==> src/rtl/i2st_pkg.sv <==
// Shared constants, register map and state codes for the two-wire slave
package i2st_pkg;
    // Register byte addresses on the Avalon-MM slave
    localparam logic [4:0] OFS_DATA = 5'h00;
    localparam logic [4:0] OFS_OWN = 5'h04;
    localparam logic [4:0] OFS_CTRL0 = 5'h08;
    localparam logic [4:0] OFS_CTRL1 = 5'h0c;
    localparam logic [4:0] OFS_TOC = 5'h10;
    // Reset values
    localparam logic [7:0] DATA_POR = 8'h00;
    localparam logic [7:0] OWN_POR = 8'h00;
    localparam logic [7:0] CTRL0_POR = 8'h00;
    localparam logic [7:0] CTRL1_POR = 8'h81;
    localparam logic [7:0] TOC_POR = 8'h00;
    // Control 0 field: interface enable
    localparam int C0_EN = 1;
    // Control 1 fields
    localparam int C1_DONE = 7;
    localparam int C1_MATCH = 6;
    localparam int C1_BUSY = 5;
    localparam int C1_TXSEL = 4;
    localparam int C1_ACK_TO_SEND = 3;
    localparam int C1_SRW = 2;
    localparam int C1_ACK_RECEIVED_FLAG = 0;
    // Bits of control 1 that software may write
    localparam logic [7:0] C1_SW_MASK = 8'h1a;
    // Time-out control fields
    localparam int TOC_EN = 7;
    localparam int TOC_FLAG = 6;
    // Bits per data byte and sub-clock prescale
    localparam logic [3:0] BYTE_BITS = 4'h8;
    localparam logic [4:0] SUB_DIV_LAST = 5'h1f;
    // Slave protocol states
    typedef enum logic [2:0] {
        ST_IDLE = 3'b000,
        ST_ADDR = 3'b001,
        ST_ADDR_ACK = 3'b010,
        ST_HOLD = 3'b011,
        ST_TX = 3'b100,
        ST_ACK_RX = 3'b101,
        ST_RX = 3'b110,
        ST_ACK_TX = 3'b111
    } i2st_state_e;
    // Waiting for stop after a refused byte shares the idle code
    localparam i2st_state_e ST_WAIT_STOP = ST_IDLE;
endpackage

==> src/rtl/i2st_sync.sv <==
// Two-flop synchroniser for a slow level entering the system clock
`timescale 1ns/1ps
module i2st_sync
    import i2st_pkg::*;
(
    input wire logic clk, // System clock
    input wire logic nrst, // Synchronous reset, active low
    input wire logic d, // Asynchronous level
    output logic q // Synchronised level
);
    logic meta; // First stage, read only by the second
    logic next_meta; // Next first stage
    logic next_q; // Next second stage

    // Shift the level through two stages
    always_comb begin
        next_meta = d;
        next_q = meta;
    end

    // Register both stages
    always_ff @(posedge clk) begin
        if (!nrst) begin
            meta <= 1'b0;
            q <= 1'b0;
        end else begin
            meta <= next_meta;
            q <= next_q;
        end
    end
endmodule

==> src/rtl/i2st_timeout.sv <==
// Bus time-out counter clocked by the sub-clock divided by 32
`timescale 1ns/1ps
module i2st_timeout
    import i2st_pkg::*;
(
    input wire logic clk, // System clock
    input wire logic nrst, // Synchronous reset, active low
    input wire logic sub_lvl, // Synchronised sub-clock level
    input wire logic arm, // Start plus address match pulse
    input wire logic kick, // Serial clock falling edge
    input wire logic halt, // Stop condition seen
    input wire logic enable, // Time-out enable bit
    input wire logic [5:0] period, // Period select field
    output logic expired // One-cycle time-out pulse
);
    logic sub_q; // Previous sub-clock level
    logic [4:0] div; // Divide-by-32 prescaler
    logic running; // Counter armed
    logic [5:0] cnt; // Ticks since last falling edge
    logic next_sub_q, next_running, next_expired;
    logic [4:0] next_div;
    logic [5:0] next_cnt;
    logic tick;

    // Prescale, arm, clear and compare
    always_comb begin
        next_sub_q = sub_lvl;
        next_div = div;
        tick = 1'b0;
        next_running = running;
        next_cnt = cnt;
        next_expired = 1'b0;
        if (sub_lvl && !sub_q) begin
            next_div = div + 5'h01;
            tick = (div == SUB_DIV_LAST);
        end
        if (halt || !enable) begin
            next_running = 1'b0;
            next_cnt = 6'h00;
        end else if (arm) begin
            next_running = 1'b1;
            next_cnt = 6'h00;
            // Prescaler restarts so no partial tick shortens the period
            next_div = 5'h00;
        end else if (running) begin
            if (kick) begin
                next_cnt = 6'h00;
                next_div = 5'h00;
            end else if (tick) begin
                if (cnt == period) begin
                    next_expired = 1'b1;
                    next_running = 1'b0;
                    next_cnt = 6'h00;
                end else begin
                    next_cnt = cnt + 6'h01;
                end
            end
        end
    end

    // Register counter state
    always_ff @(posedge clk) begin
        if (!nrst) begin
            sub_q <= 1'b0;
            div <= 5'h00;
            running <= 1'b0;
            cnt <= 6'h00;
            expired <= 1'b0;
        end else begin
            sub_q <= next_sub_q;
            div <= next_div;
            running <= next_running;
            cnt <= next_cnt;
            expired <= next_expired;
        end
    end
endmodule

==> src/rtl/i2st_top.sv <==
// Two-wire bus slave with shared data buffer, clock hold and time-out
//
// The Avalon-MM interface to the registers and the register offsets were chosen for this implementation.
`timescale 1ns/1ps
// How it works
// - Read request only recorded; software makes slave transmitter
// - Own address match drives address acknowledge
// - Transmit select written by software, not set from read/write request
// - Eight-bit bytes, MSB first, after acknowledge
// - Programmed acknowledge driven on ninth clock
// - Master refusal releases data, await stop
// - Shared buffer holds every data byte
// - Hold clock low until buffer serviced
// - Counter armed by match, cleared on fall
// - Time-out when period passes without fall
// - Stop condition halts time-out counting
// - Overflow halts, disables, flags, interrupts
// - Time-out restores control 1 only
// - Flag set by hardware, cleared by software
// - Period is field plus one ticks of 32 sub-clock cycles
// - Eighth bit captured as read request
// - Byte done flag rises after eight bits
// - Busy set by start, cleared by stop
// - Received acknowledge flag zero when acknowledged
module i2st_top
    import i2st_pkg::*;
(
    input wire logic clk, // System clock, 100 MHz
    input wire logic nrst, // Synchronous reset, active low
    input wire logic [4:0] avs_address, // Register byte address
    input wire logic avs_read, // Read request
    input wire logic avs_write, // Write request
    input wire logic [31:0] avs_writedata, // Write data
    input wire logic [3:0] avs_byteenable, // Byte lanes
    output logic [31:0] avs_readdata, // Read data
    output logic avs_waitrequest, // Stall
    input wire logic scl_in, // Clock line level
    output logic scl_out, // Clock line drive value
    output logic scl_oe_n, // Clock line pull-down, active low
    input wire logic sda_in, // Data line level
    output logic sda_out, // Data line drive value
    output logic sda_oe_n, // Data line pull-down, active low
    input wire logic sub_clk, // Slow sub-clock
    output logic bus_irq // Interrupt pulse
);
    i2st_state_e st, next_st; // Protocol state
    logic [3:0] cnt, next_cnt; // Bit counter
    logic [7:0] shreg, next_shreg; // Shift register
    logic [7:0] serial_data_buffer, next_serial_data_buffer; // Shared data
    logic [7:0] own_address_reg, next_own_address_reg; // Own address in 7:1
    logic [7:0] bus_control_0, next_bus_control_0; // Enable
    logic [7:0] bus_control_1, next_bus_control_1; // Status and control
    logic [7:0] timeout_control_reg, next_timeout_control_reg; // Time-out
    logic scl_q, sda_q; // Previous line levels
    logic next_scl_oe_n, next_sda_oe_n, next_irq, next_wait;
    logic [7:0] next_rdata; // Read data byte
    logic [7:0] rdata; // Registered read byte
    logic sub_lvl; // Synchronised sub-clock
    logic to_hit; // Time-out pulse
    logic arm; // Time-out arm pulse
    logic req, acc, wr_ok; // Bus request, accept, accepted write
    logic start_c, stop_c, rise, fall; // Line events

    assign avs_readdata = {24'h000000, rdata};
    assign req = avs_read || avs_write;
    assign acc = req && !avs_waitrequest;
    assign wr_ok = acc && avs_write && avs_byteenable[0];
    assign rise = scl_in && !scl_q;
    assign fall = !scl_in && scl_q;
    assign start_c = scl_in && scl_q && sda_q && !sda_in;
    assign stop_c = scl_in && scl_q && !sda_q && sda_in;

    i2st_sync u_sync (
        .clk(clk),
        .nrst(nrst),
        .d(sub_clk),
        .q(sub_lvl)
    );

    // Time-out counter
    i2st_timeout u_timeout (
        .clk(clk),
        .nrst(nrst),
        .sub_lvl(sub_lvl),
        .arm(arm),
        .kick(fall),
        .halt(stop_c),
        .enable(timeout_control_reg[TOC_EN]),
        .period(timeout_control_reg[5:0]),
        .expired(to_hit)
    );

    // Bus access, then line events, then time-out; later wins
    always_comb begin
        next_st = st;
        next_cnt = cnt;
        next_shreg = shreg;
        next_serial_data_buffer = serial_data_buffer;
        next_own_address_reg = own_address_reg;
        next_bus_control_0 = bus_control_0;
        next_bus_control_1 = bus_control_1;
        next_timeout_control_reg = timeout_control_reg;
        next_scl_oe_n = scl_oe_n;
        next_sda_oe_n = sda_oe_n;
        next_irq = 1'b0;
        arm = 1'b0;
        // One wait cycle per access keeps read data registered
        next_wait = !(req && avs_waitrequest);
        next_rdata = rdata;
        if (req && avs_waitrequest) begin
            case (avs_address)
                OFS_DATA: next_rdata = serial_data_buffer;
                OFS_OWN: next_rdata = own_address_reg;
                OFS_CTRL0: next_rdata = bus_control_0;
                OFS_CTRL1: next_rdata = bus_control_1;
                OFS_TOC: next_rdata = timeout_control_reg;
                default: next_rdata = 8'h00;
            endcase
        end
        // Register writes; unmapped addresses are ignored
        if (wr_ok) begin
            case (avs_address)
                OFS_DATA: begin
                    next_serial_data_buffer = avs_writedata[7:0];
                    if (st == ST_HOLD && bus_control_1[C1_TXSEL]) begin
                        next_shreg = avs_writedata[7:0];
                        next_sda_oe_n = avs_writedata[7];
                        next_scl_oe_n = 1'b1;
                        next_cnt = 4'h0;
                        next_bus_control_1[C1_DONE] = 1'b0;
                        next_st = ST_TX;
                    end
                end
                OFS_OWN: next_own_address_reg = avs_writedata[7:0];
                OFS_CTRL0: next_bus_control_0 = avs_writedata[7:0];
                OFS_CTRL1: begin
                    // Status bits are read only
                    next_bus_control_1 = (bus_control_1 & ~C1_SW_MASK) |
                        (avs_writedata[7:0] & C1_SW_MASK);
                end
                OFS_TOC: begin
                    next_timeout_control_reg[TOC_EN] = avs_writedata[TOC_EN];
                    next_timeout_control_reg[5:0] = avs_writedata[5:0];
                    next_timeout_control_reg[TOC_FLAG] =
                        timeout_control_reg[TOC_FLAG] & avs_writedata[TOC_FLAG];
                end
                default: begin
                end
            endcase
        end
        if (acc && avs_read && avs_address == OFS_DATA && st == ST_HOLD
                && !bus_control_1[C1_TXSEL]) begin
            next_scl_oe_n = 1'b1;
            next_cnt = 4'h0;
            next_bus_control_1[C1_DONE] = 1'b0;
            next_st = ST_RX;
        end
        // Serial protocol
        case (st)
            ST_ADDR: begin
                if (rise) begin
                    next_shreg = {shreg[6:0], sda_in};
                    next_cnt = cnt + 4'h1;
                end
                if (fall && cnt == BYTE_BITS) begin
                    if (shreg[7:1] == own_address_reg[7:1]) begin
                        next_bus_control_1[C1_MATCH] = 1'b1;
                        next_bus_control_1[C1_SRW] = shreg[0];
                        next_sda_oe_n = 1'b0;
                        next_irq = 1'b1;
                        arm = 1'b1;
                        next_st = ST_ADDR_ACK;
                    end else begin
                        next_st = ST_IDLE;
                    end
                end
            end
            ST_ADDR_ACK: begin
                if (fall) begin
                    next_sda_oe_n = 1'b1;
                    next_scl_oe_n = 1'b0;
                    next_st = ST_HOLD;
                end
            end
            ST_TX: begin
                if (rise) begin
                    next_cnt = cnt + 4'h1;
                end
                if (fall) begin
                    if (cnt == BYTE_BITS) begin
                        next_sda_oe_n = 1'b1;
                        next_bus_control_1[C1_DONE] = 1'b1;
                        next_irq = 1'b1;
                        next_st = ST_ACK_RX;
                    end else begin
                        next_shreg = {shreg[6:0], 1'b0};
                        next_sda_oe_n = shreg[6];
                    end
                end
            end
            ST_ACK_RX: begin
                if (rise) begin
                    next_bus_control_1[C1_ACK_RECEIVED_FLAG] = sda_in;
                end
                if (fall) begin
                    if (bus_control_1[C1_ACK_RECEIVED_FLAG]) begin
                        next_st = ST_WAIT_STOP;
                    end else begin
                        next_scl_oe_n = 1'b0;
                        next_st = ST_HOLD;
                    end
                end
            end
            ST_RX: begin
                if (rise) begin
                    next_shreg = {shreg[6:0], sda_in};
                    next_cnt = cnt + 4'h1;
                end
                if (fall && cnt == BYTE_BITS) begin
                    next_serial_data_buffer = shreg;
                    next_bus_control_1[C1_DONE] = 1'b1;
                    next_irq = 1'b1;
                    next_sda_oe_n = bus_control_1[C1_ACK_TO_SEND];
                    next_st = ST_ACK_TX;
                end
            end
            ST_ACK_TX: begin
                if (fall) begin
                    next_sda_oe_n = 1'b1;
                    next_scl_oe_n = 1'b0;
                    next_st = ST_HOLD;
                end
            end
            default: begin
            end
        endcase
        if (start_c) begin
            next_bus_control_1[C1_BUSY] = 1'b1;
            next_bus_control_1[C1_MATCH] = 1'b0;
            next_cnt = 4'h0;
            next_sda_oe_n = 1'b1;
            next_scl_oe_n = 1'b1;
            next_st = ST_ADDR;
        end
        if (stop_c) begin
            next_bus_control_1[C1_BUSY] = 1'b0;
            next_sda_oe_n = 1'b1;
            next_scl_oe_n = 1'b1;
            next_st = ST_IDLE;
        end
        // A disabled interface never touches the lines
        if (!bus_control_0[C0_EN]) begin
            next_sda_oe_n = 1'b1;
            next_scl_oe_n = 1'b1;
            next_st = ST_IDLE;
        end
        if (to_hit) begin
            next_timeout_control_reg[TOC_EN] = 1'b0;
            next_timeout_control_reg[TOC_FLAG] = 1'b1;
            next_bus_control_1 = CTRL1_POR;
            next_sda_oe_n = 1'b1;
            next_scl_oe_n = 1'b1;
            next_irq = 1'b1;
            next_st = ST_IDLE;
        end
    end

    // Register all state
    always_ff @(posedge clk) begin
        if (!nrst) begin
            st <= ST_IDLE;
            cnt <= 4'h0;
            shreg <= DATA_POR;
            serial_data_buffer <= DATA_POR;
            own_address_reg <= OWN_POR;
            bus_control_0 <= CTRL0_POR;
            bus_control_1 <= CTRL1_POR;
            timeout_control_reg <= TOC_POR;
            scl_q <= 1'b1;
            sda_q <= 1'b1;
            scl_oe_n <= 1'b1;
            sda_oe_n <= 1'b1;
            scl_out <= 1'b0;
            sda_out <= 1'b0;
            bus_irq <= 1'b0;
            avs_waitrequest <= 1'b1;
            rdata <= 8'h00;
        end else begin
            st <= next_st;
            cnt <= next_cnt;
            shreg <= next_shreg;
            serial_data_buffer <= next_serial_data_buffer;
            own_address_reg <= next_own_address_reg;
            bus_control_0 <= next_bus_control_0;
            bus_control_1 <= next_bus_control_1;
            timeout_control_reg <= next_timeout_control_reg;
            scl_q <= scl_in;
            sda_q <= sda_in;
            scl_oe_n <= next_scl_oe_n;
            sda_oe_n <= next_sda_oe_n;
            scl_out <= 1'b0;
            sda_out <= 1'b0;
            bus_irq <= next_irq;
            avs_waitrequest <= next_wait;
            rdata <= next_rdata;
        end
    end

    a_addr_ack_low: assert property (@(posedge clk) disable iff (!nrst)
        st == ST_ADDR_ACK |-> !sda_oe_n) else $error("address ack not driven");
    a_hold_scl_low: assert property (@(posedge clk) disable iff (!nrst)
        st == ST_HOLD |-> !scl_oe_n) else $error("clock not held");
    a_rx_ack_value: assert property (@(posedge clk) disable iff (!nrst)
        (st == ST_RX && fall && cnt == BYTE_BITS && !start_c && !stop_c && !to_hit
            && bus_control_0[C0_EN])
        |=> st == ST_ACK_TX && sda_oe_n == $past(bus_control_1[C1_ACK_TO_SEND]))
        else $error("wrong receive ack");
    a_done_byte_irq: assert property (@(posedge clk) disable iff (!nrst)
        (st == ST_RX && fall && cnt == BYTE_BITS && !to_hit)
        |=> bus_control_1[C1_DONE] && bus_irq) else $error("byte done missing");
    a_busy_on_start: assert property (@(posedge clk) disable iff (!nrst)
        (start_c && !to_hit) |=> bus_control_1[C1_BUSY]) else $error("busy not set");
    a_timeout_effect: assert property (@(posedge clk) disable iff (!nrst)
        to_hit |=> !timeout_control_reg[TOC_EN] && timeout_control_reg[TOC_FLAG]
            && bus_control_1 == CTRL1_POR && bus_irq && scl_oe_n)
        else $error("time-out effect missing");
    a_flag_sticky: assert property (@(posedge clk) disable iff (!nrst)
        (timeout_control_reg[TOC_FLAG] && !(wr_ok && avs_address == OFS_TOC))
        |=> timeout_control_reg[TOC_FLAG]) else $error("flag lost");
    a_srw_capture: assert property (@(posedge clk) disable iff (!nrst)
        (st == ST_ADDR && fall && cnt == BYTE_BITS && !to_hit
            && shreg[7:1] == own_address_reg[7:1] && bus_control_0[C0_EN])
        |=> bus_control_1[C1_SRW] == $past(shreg[0])) else $error("srw not captured");
endmodule

==> config.mk <==
export PLATFORM = sky130hd
export DESIGN_NAME = i2st_top
export DESIGN_NICKNAME = d
export VERILOG_FILES = /design/src/rtl/i2st_pkg.sv /design/src/rtl/i2st_sync.sv /design/src/rtl/i2st_timeout.sv /design/src/rtl/i2st_top.sv
export SDC_FILE = /design/constraint.sdc
export NUM_CORES = 1
export LEC_CHECK = 0
export BUFFER_PORTS_ARGS = -buffer_cell sky130_fd_sc_hd__buf_2
export CORE_MARGIN = 1
export CORE_UTILIZATION = 50
export CTS_CLUSTER_SIZE = 10
export DETAILED_ROUTE_END_ITERATION = 7
export PLACE_DENSITY = 0.73
export SLEW_MARGIN = 25
export SYNTH_ARGS = -nofsm -noshare
export SYNTH_HDL_FRONTEND = slang
export SYNTH_SLANG_ARGS = --single-unit
==> constraint.sdc <==
create_clock -name clk -period 4.1 [get_ports clk]
set_input_delay 0.205 -clock clk [delete_from_list [all_inputs] [get_ports clk]]
set_output_delay 0.205 -clock clk [all_outputs]
set_load 0.01 [all_outputs]
; ---- After elaboration in Yosys (flattened, before gate mapping)
; Cells that the tools add are included.
[totals]
rom_bits = 0
ram_bits = 0
mem_count = 0
wordCells = 200
regBits = 85
latchBits = 0
out_inout_bits = 38
[classes]
n_eq_ne = 15
mul = 0
n_bitwise = 6
magnitude_cmp = 0
add_sub_neg = 3
mux = 94
n_reduce_logical = 54
n_shift = 0
div_mod_pow = 0
[ops]
columns = cell, n
row1 = $mux W8, 11
row2 = $mux W1, 46
row3 = $pmux W8 S5, 1
row4 = $mux W3, 10
row5 = $mux W5, 5
row6 = $mux W4, 6
row7 = $mux W7, 3
row8 = $logic_and A1 B1 Y1, 18
row9 = $mux W6, 3
row10 = $pmux W8 S2, 1
row11 = $pmux W3 S5, 1
row12 = $reduce_and A2 Y1, 7
row13 = $eq A3 B3 Y1 const B, 4
row14 = $reduce_or A3 Y1, 4
row15 = $eq A5 B4 Y1 const B, 2
row16 = $eq A5 B5 Y1 const B, 2
row17 = $reduce_bool A2 Y1, 5
row18 = $reduce_or A2 Y1, 5
row19 = $logic_not A1 Y1, 9
row20 = $or A8 B5 Y8, 1
row21 = $eq A7 B7 Y1, 1
row22 = $add A6 B1 Y6 const B, 1
row23 = $eq A3 B2 Y1 const B, 2
row24 = $eq A6 B6 Y1, 1
row25 = 16 further kinds, 23

; ---- Logic depth before layout (Yosys ltp)
; Gate-level depths: netlist (run 1).
[logic_depth]
depth_word = 11
depth_mapped = 8
ltp_nobuf = 7

; ---- By module
; A second synthesis (run 1) with hierarchy kept.
[unflattened]
hier_cells = 481
area_unflattened_um2 = 4337.9
[modules_own_cells]
columns = module, seq_area_each_um2, instances, cells_per_inst, area_each_um2
row1 = i2st_top, 1381.3, 1, 397, 3535.9
row2 = i2st_timeout, 280.3, 1, 80, 749.5
row3 = i2st_sync, 40.0, 1, 4, 52.6

; ---- Worst setup path before layout (run 1)
; Ideal clock, no wire load.
[synth_path]
kind = flip-flop to flip-flop
startpoint = register u_timeout.div[0]
endpoint = register u_timeout.cnt[3]
required_ns = 4.026
slack_ns = 2.394
t_arrival_ns = 1.631
synth_period_minus_slack_ns = 1.706
path_stages_with_launch = 8
path_cell_list = dfxtp_1 -> ha_1 -> and3_1 -> ha_1 -> and2_1 -> o21ai_0 -> nand2_1 -> a31oi_1
[synth_via]
elab_chain_cells = 4
[synth_lines]
columns = item, line
row1 = "start, declared", i2st_timeout.sv:17  ; logic [4:0] div;
row2 = "start signal, assigned", i2st_timeout.sv:71  ; div <= next_div;
row3 = $eq A5 B5 Y1, i2st_timeout.sv:35  ; tick = (div == SUB_DIV_LAST);
row4 = $mux W1, i2st_timeout.sv:33  ; if (sub_lvl && !sub_q) begin
row5 = $reduce_bool A2 Y1 (no source line), --
row6 = $reduce_and A2 Y1 (no source line), --
row7 = "end signal, assigned", i2st_timeout.sv:73  ; cnt <= next_cnt;
row8 = "end, declared", i2st_timeout.sv:19  ; logic [5:0] cnt;
; Every way passes these cells.
; A chain may end at the register's enable or synchronous reset.

; ---- Worst setup path in the final report (run 1)
[layout_path]
startpoint = register avs_waitrequest
endpoint = register own_address_reg[0]
[layout_via]
elab_chain_cells = 5
[layout_lines]
columns = item, line
row1 = "start, declared", i2st_top.sv:36  ; output logic avs_waitrequest,
row2 = "start signal, assigned", i2st_top.sv:304  ; avs_waitrequest <= next_wait;
row3 = $logic_not A1 Y1, i2st_top.sv:66  ; assign acc = req && !avs_waitrequest;
row4 = $logic_and A1 B1 Y1, i2st_top.sv:66
row5 = $logic_and A1 B1 Y1 (2 in series), i2st_top.sv:67  ; assign wr_ok = acc && avs_write && avs_byteenable[0];
row6 = $reduce_and A2 Y1 (no source line), --
row7 = "end signal, assigned", i2st_top.sv:293  ; own_address_reg <= next_own_address_reg;
row8 = "end, declared", i2st_top.sv:50  ; logic [7:0] own_address_reg, next_own_address_reg;
; Every way passes these cells.

==> impl_metrics.ini, run 1 <==
[setup_path]
path_delay_family = simple AND/OR/NAND/NOR gates
cp-startpoint = avs_waitrequest$_SDFF_PN1_
cp_num_buf_inv = 0
r2r_start = avs_waitrequest$_SDFF_PN1_
critPathMaxStageDelay_ns = 0.82
cp-start-kind = register
critPathCaptureType = register
path_cells = or4_4, nor3b_2, mux2i_1, nor2b_1
required_ns = 4.36
arrival_ns = 2.51
cp_max_fo = 8
path_class = reg -> reg
crit_path_top_delay_cell = nor3b_2

[cts]
cts.repair.resized = 0
clock_tree.buffer_depth = 2
cts_tree = yes
cts_buffers = 9
ctsHoldBuffers = 0
clock_sinks = 85
clock-root-buffer = clkbuf_8
htreeDepth = 3
post_cts_buffers = 0
clock_latency_ns = 0.36
path_clk_slew_ns = 0.10

[power]
total_power_w = 0.00155
power.leakage_nw = 1.81
ir_worst_vdd_uv = 181
power_density_nw_per_um2 = 333

[synthesis]
avgSynthCellArea_sq_um = 9.13
synth_top_cell_by_area = dfxtp_1
ys_seq_elements = 85
synth_top_area_share_pct = 39.0
async_reset_ff_share_pct = 0
synth_edf_count = 0
yosysUniqueCellTypes = 57
synth_ff_type = dfxtp_1
synthCells = 478
yosysSeqAreaShare_pct = 39.0
yosysWarnings = 0
ys_top_cells_by_area = dfxtp_1, mux2i_1, buf_4, nor2b_1, o21ai_0
syn_area_sq_um = 4370

[global_routing]
grt_pass1_vias = 3015
track_usage_pct = 21.8
grt_first_pass_wirelength_mm = 15.1
overflow = 0
antenna_found_initial = 0
grt_max_degree = 55

[floorplanning]
dieArea_sq_um = 9110
initial_core_util_pct = 52.3
io_pins = 86
core_area_sq_um = 8340
die_h_um = 95.4
row_count = 33
die_width_um = 95.4

[sta]
clock-skew-final_ns = 0.0158
period_needed_ns = 2.25
rsz0062_at_grt = false
hold_violations = 0
worst_slew_pin_slew_ns = 0.991
relSlewSlack_pct = 33.5
tns_ns = 0
finalSetupViolations = 0
finalCritPeriodShare_pct = 54.9
fmax_ghz = 0.444
slew_viol_final = 0

[place]
globalplace.congestion = 0.859
dp_cells = 592
numPortBuffers = 32
hpwl_mm = 6.82

[detailed_routing]
route.vias.total = 3453
drc = 0
drt_wl_total_mm = 9.52
vias_per_cell = 5.68
antenna_left = 0
firstDrtPassIters = 4
wl_per_cell_um = 15.7
drt-initial-drc-count = 222

[hold_path]
worst_hold_startpoint = sub_clk
min_path_type = in -> reg

[finish]
area_delta_synth_final_pct = 6.91
diodes = 0
nNetsFinal = 551
drive_gt1_share_pct = 14.1
final_cells = 608

[run]
drv_cap = 0

[status]
outcome = finished clean
[layout make-up]
type / count / area, sq um
fill: 776 / 3670
multi-input combinational: 361 / 2420
sequential: 85 / 1700
timing repair buffer: 35 / 183
tap: 105 / 131
clock buffer: 9 / 124
clock inverter: 7 / 81.3
inverter: 6 / 22.5
[worst reg2reg max path, cell delays in order (launching register included)]
cell,delay (ns)
dfxtp_1,0.38
or4_4,0.60
nor3b_2,0.82
mux2i_1,0.28
nor2b_1,0.07
[layer usage]
| layer | up-vias | part of all wire, % | track usage, % |
|---|---|---|---|
| met5 | - | 0 | 0 |
| met4 | 0 | 0.85 | 5.35 |
| met3 | 6 | 5.9 | 5.74 |
| met2 | 106 | 48 | 36.3 |
| met1 | 1637 | 46 | 28.1 |
| li1 | 1704 | - | - |
[power breakdown]
part | total [W] | switching, W | internal, W
Sequential | 0.000840 | 0.00000752 | 0.000833
Combinational | 0.0000965 | 0.0000649 | 0.0000316
Clock | 0.000618 | 0.000327 | 0.000291
Total | 0.00155 | 0.000399 | 0.00116
[through the flow]
| stage | instance area, sq um | setup WS [ns] | util [%] | hold WS [ns] |
|---|---|---|---|---|
| CTS | 4670 | 1.84 | 56.0 | 0.0366 |
| floorplan | 4460 | 2.39 | - | 0.306 |
| detailed placement | 4460 | 1.69 | 53.5 | 0.419 |
| finish | 4670 | 1.85 | 56.0 | 0.0595 |
| global placement | 4460 | 1.73 | 53.5 | 0.411 |
| global route | 4670 | 1.69 | 56.0 | 0.0532 |
[cell usage in the layout, fill, tap and decap left out, types with 3 or more instances in the layout]
cell and n:
nand2_1 27, nand2b_1 6, a31oi_1 4, a21oi_1 28, nor2b_1 32, a22oi_1 16, xnor2_1 9, buf_4 3
o21ai_0 29, a22o_1 8, buf_2 32, mux2_2 9, nand4_1 6, ha_1 5, nand3_1 15, clkbuf_8 9
dfxtp_1 85, conb_1 26, nor3_1 5, o21a_1 5, inv_1 6, mux2i_1 47, xor2_1 8, nor2_1 25
o211ai_1 3, o22ai_1 8, and2_1 5
[synth_stat cells (8+ instances only)]
master / count
mux2i_1: 47
xor2_1: 8
nor2_1: 25
nand2_1: 27
a21oi_1: 28
mux2_2: 9
a22o_1: 8
o22ai_1: 8
buf_4: 27
nor2b_1: 32
nand3_1: 15
a22oi_1: 16
xnor2_1: 9
o21ai_0: 29
clkbuf_1: 18
dfxtp_1: 85
[path summary, 6_finish.rpt]
kind | end | slack [ns] | depth (start not counted)
max | own_address_reg[0]$_SDFFE_PN0P_ | 1.85 | 4
min | u_sync.meta$_SDFF_PN0_ | 0.06 | 2
max reg2reg | own_address_reg[0]$_SDFFE_PN0P_ | 1.85 | 4
min reg2reg | u_sync.q$_SDFF_PN0_ | 0.44 | 1
[cells by family (layout without fill, tap and decap cells)]
group | Yosys count | after routing | share of synthesized area (%)
xor+xnor | 17 | 17 | 3.41
fa+ha+maj | 5 | 5 | 1.43
simple gates | 141 | 141 | 18.2
mux | 57 | 57 | 13.6
flops | 85 | 85 | 39.0
compound gates | 115 | 115 | 16.7
other cells | 1 | 26 | 0.0859
buf+inv | 57 | 57 | 7.65
Power figures use the tool's default switching activity.
==> run 2, diff against run 1 <==
- PLACE_DENSITY: 0.73 -> 0.76
- clock period: 4.1 -> 1.82 ns (I/O delays scaled with it)
==> run 2 against run 1 <==
Sequential power increased by 120%. Worst hold slack got worse by 0.039 ns. Sequential cell count unchanged. Die area unchanged. Fmax increased by 25%. Critical endpoint is now u_timeout.div[3]$_SDFF_PN0_. Highest routed layer unchanged.
==> impl_metrics.ini, run 2 (synthesis results as in run 1) <==
[sta]
finalSetupViolations = 0
relSlewSlack_pct = 59.9
rsz0062_at_grt = true
holdWs_ns = 0.0209
worst_slew_pin_slew_ns = 0.602
slew_viol_final = 0
fmax_ghz = 0.556
tns_ns = 0
clock-skew-final_ns = 0.0132
finalCritPeriodShare_pct = 98.9
period_needed_ns = 1.80
hold_violations = 0

[setup_path]
path_class = reg -> reg
cp_max_fo = 5
required_ns = 2.08
critPathCaptureType = register
reg2reg_slack_ns = 0.02
arrival_ns = 2.06
cp-startpoint = cnt[1]$_SDFF_PP0_
r2r_start = cnt[1]$_SDFF_PP0_
reg2reg_depth = 9
r2r-end = u_timeout.div[3]$_SDFF_PN0_
cp-start-kind = register

[finish]
area_delta_synth_final_pct = 13.8
nNetsFinal = 579
multi_input_area_sq_um = 2490
mostFrequentLayoutCell = dfxtp_1
drive_gt1_share_pct = 21.1
final_util_pct = 59.6
stdcell_area_sq_um = 4970
final_cell_mix = dfxtp_1, mux2i_1, nor2b_1, buf_2
diodes = 0
regArea_sq_um = 1700
fillers = 715
final_cells = 636

[power]
internal-power_w = 0.00262
clkPwrFrac_pct = 39.1
pwr-share-seq_pct = 53.6
swShare_pct = 25.7
p_sw_w = 0.000905
power.leakage_nw = 1.98
ir_worst_vdd_uv = 524
p_comb_share_pct = 7.3
power_density_nw_per_um2 = 710

[hold_path]
whs_endpoint = scl_q$_SDFF_PN1_
worst_hold_startpoint = scl_in
min_path_type = in -> reg
hold_depth = 2

[floorplanning]
dieArea_sq_um = 9110
die_h_um = 95.4
initial_core_util_pct = 52.3
io_pins = 86
core_area_sq_um = 8340
die_width_um = 95.4
row_count = 33

[cts]
cts_tree = yes
htreeDepth = 3
clock_latency_ns = 0.37
cts_buffers = 9
path_clk_slew_ns = 0.09
clock_sinks = 85
clock_tree.buffer_depth = 2
post_cts_buffers = 0
clock-root-buffer = clkbuf_8

[status]
outcome = finished clean

[global_routing]
grt_first_pass_wirelength_mm = 15.8
grt_pass1_vias = 3272
grt_max_degree = 41
overflow = 0
track_usage_pct = 23.1
antenna_found_initial = 0

[detailed_routing]
vias_per_cell = 5.68
route.vias.total = 3610
drc = 0
antenna_left = 0
drt-initial-drc-count = 224
firstDrtPassIters = 4
wl_per_cell_um = 16.0
drt_wl_total_mm = 10.2

[run]
drv_cap = 0

[place]
dp_cells = 618
dpl_cell_area_sq_um = 4660
numPortBuffers = 32
hpwl_mm = 7.46
globalplace.congestion = 0.816
==> run 2: critical path, stage by stage (launching register included) <==
cell and delay, ns:
dfxtp_2 0.34, inv_2 0.06, ha_4 0.12, and3b_1 0.21, buf_6 0.13, nand2_4 0.06, nor4_4 0.40, a2bb2oi_2 0.19
buf_6 0.14, nor2_1 0.04
==> run 2: stage by stage <==
stage | worst slack (ns) | total power, W
CTS | 0.0228 | 0.00355
finish | 0.0202 | 0.00353
global route | -0.0725 | 0.00365
global placement | -0.0686 | 0.00217
floorplan | 0.114 | 0.00212
detailed placement | -0.102 | 0.00217
==> run 2: cell type report <==
cell class              instances  area share (%)
multi-input cells             361            50.1
inverters                       6           0.453
clock buffers                   9            2.49
flip-flops and latches         85            34.3
well taps                     105            2.64
repair buffers                 63            8.39
clock inverters                 7            1.64
==> run 2: how the worst max path moves through the flow <==
stage	end	slack [ns]	cells after the start
4_1_cts	cnt[2]$_SDFF_PP0_	0.02	5
3_3_place_gp	st[0]$_SDFF_PP0_	-0.07	4
2_1_floorplan	u_timeout.cnt[3]$_SDFFE_PP0P_	0.11	7
5_1_grt	bus_control_1[6]$_SDFFE_PP0P_	-0.07	9
3_5_place_dp	shreg[7]$_SDFF_PN0_	-0.10	7
6_report	u_timeout.div[3]$_SDFF_PN0_	0.02	9
==> run 2: power groups by stage <==
stage / Combinational [W] / Clock, W / Sequential [W]
2_1_floorplan: 0.000189 / 0 / 0.00193
3_3_place_gp: 0.000234 / 0 / 0.00193
3_5_place_dp: 0.000240 / 0 / 0.00193
4_1_cts: 0.000248 / 0.00141 / 0.00189
5_1_grt: 0.000281 / 0.00148 / 0.00189
6_report: 0.000258 / 0.00138 / 0.00189
==> run 2: repair_timing <==
| action | 4_1_cts | 5_1_grt |
|---|---|---|
| setup endpoints to repair | 12 | 21 |
| hold buffers | 3 | 0 |
| resized for setup | 4 | 20 |
| pin swaps | 0 | 8 |
| endpoints found under the hold margin | 2 | 0 |
==> run 2: layer usage <==
layer | routed length (um) | up-vias | share of wire [%] | track usage, %
met5 | 0 | - | 0 | 0
met4 | 198 | 0 | 1.9 | 8.58
met1 | 4400 | 1714 | 43 | 27.5
li1 | - | 1755 | - | -
met3 | 655 | 15 | 6.5 | 6.38
met2 | 4910 | 126 | 48 | 39.5
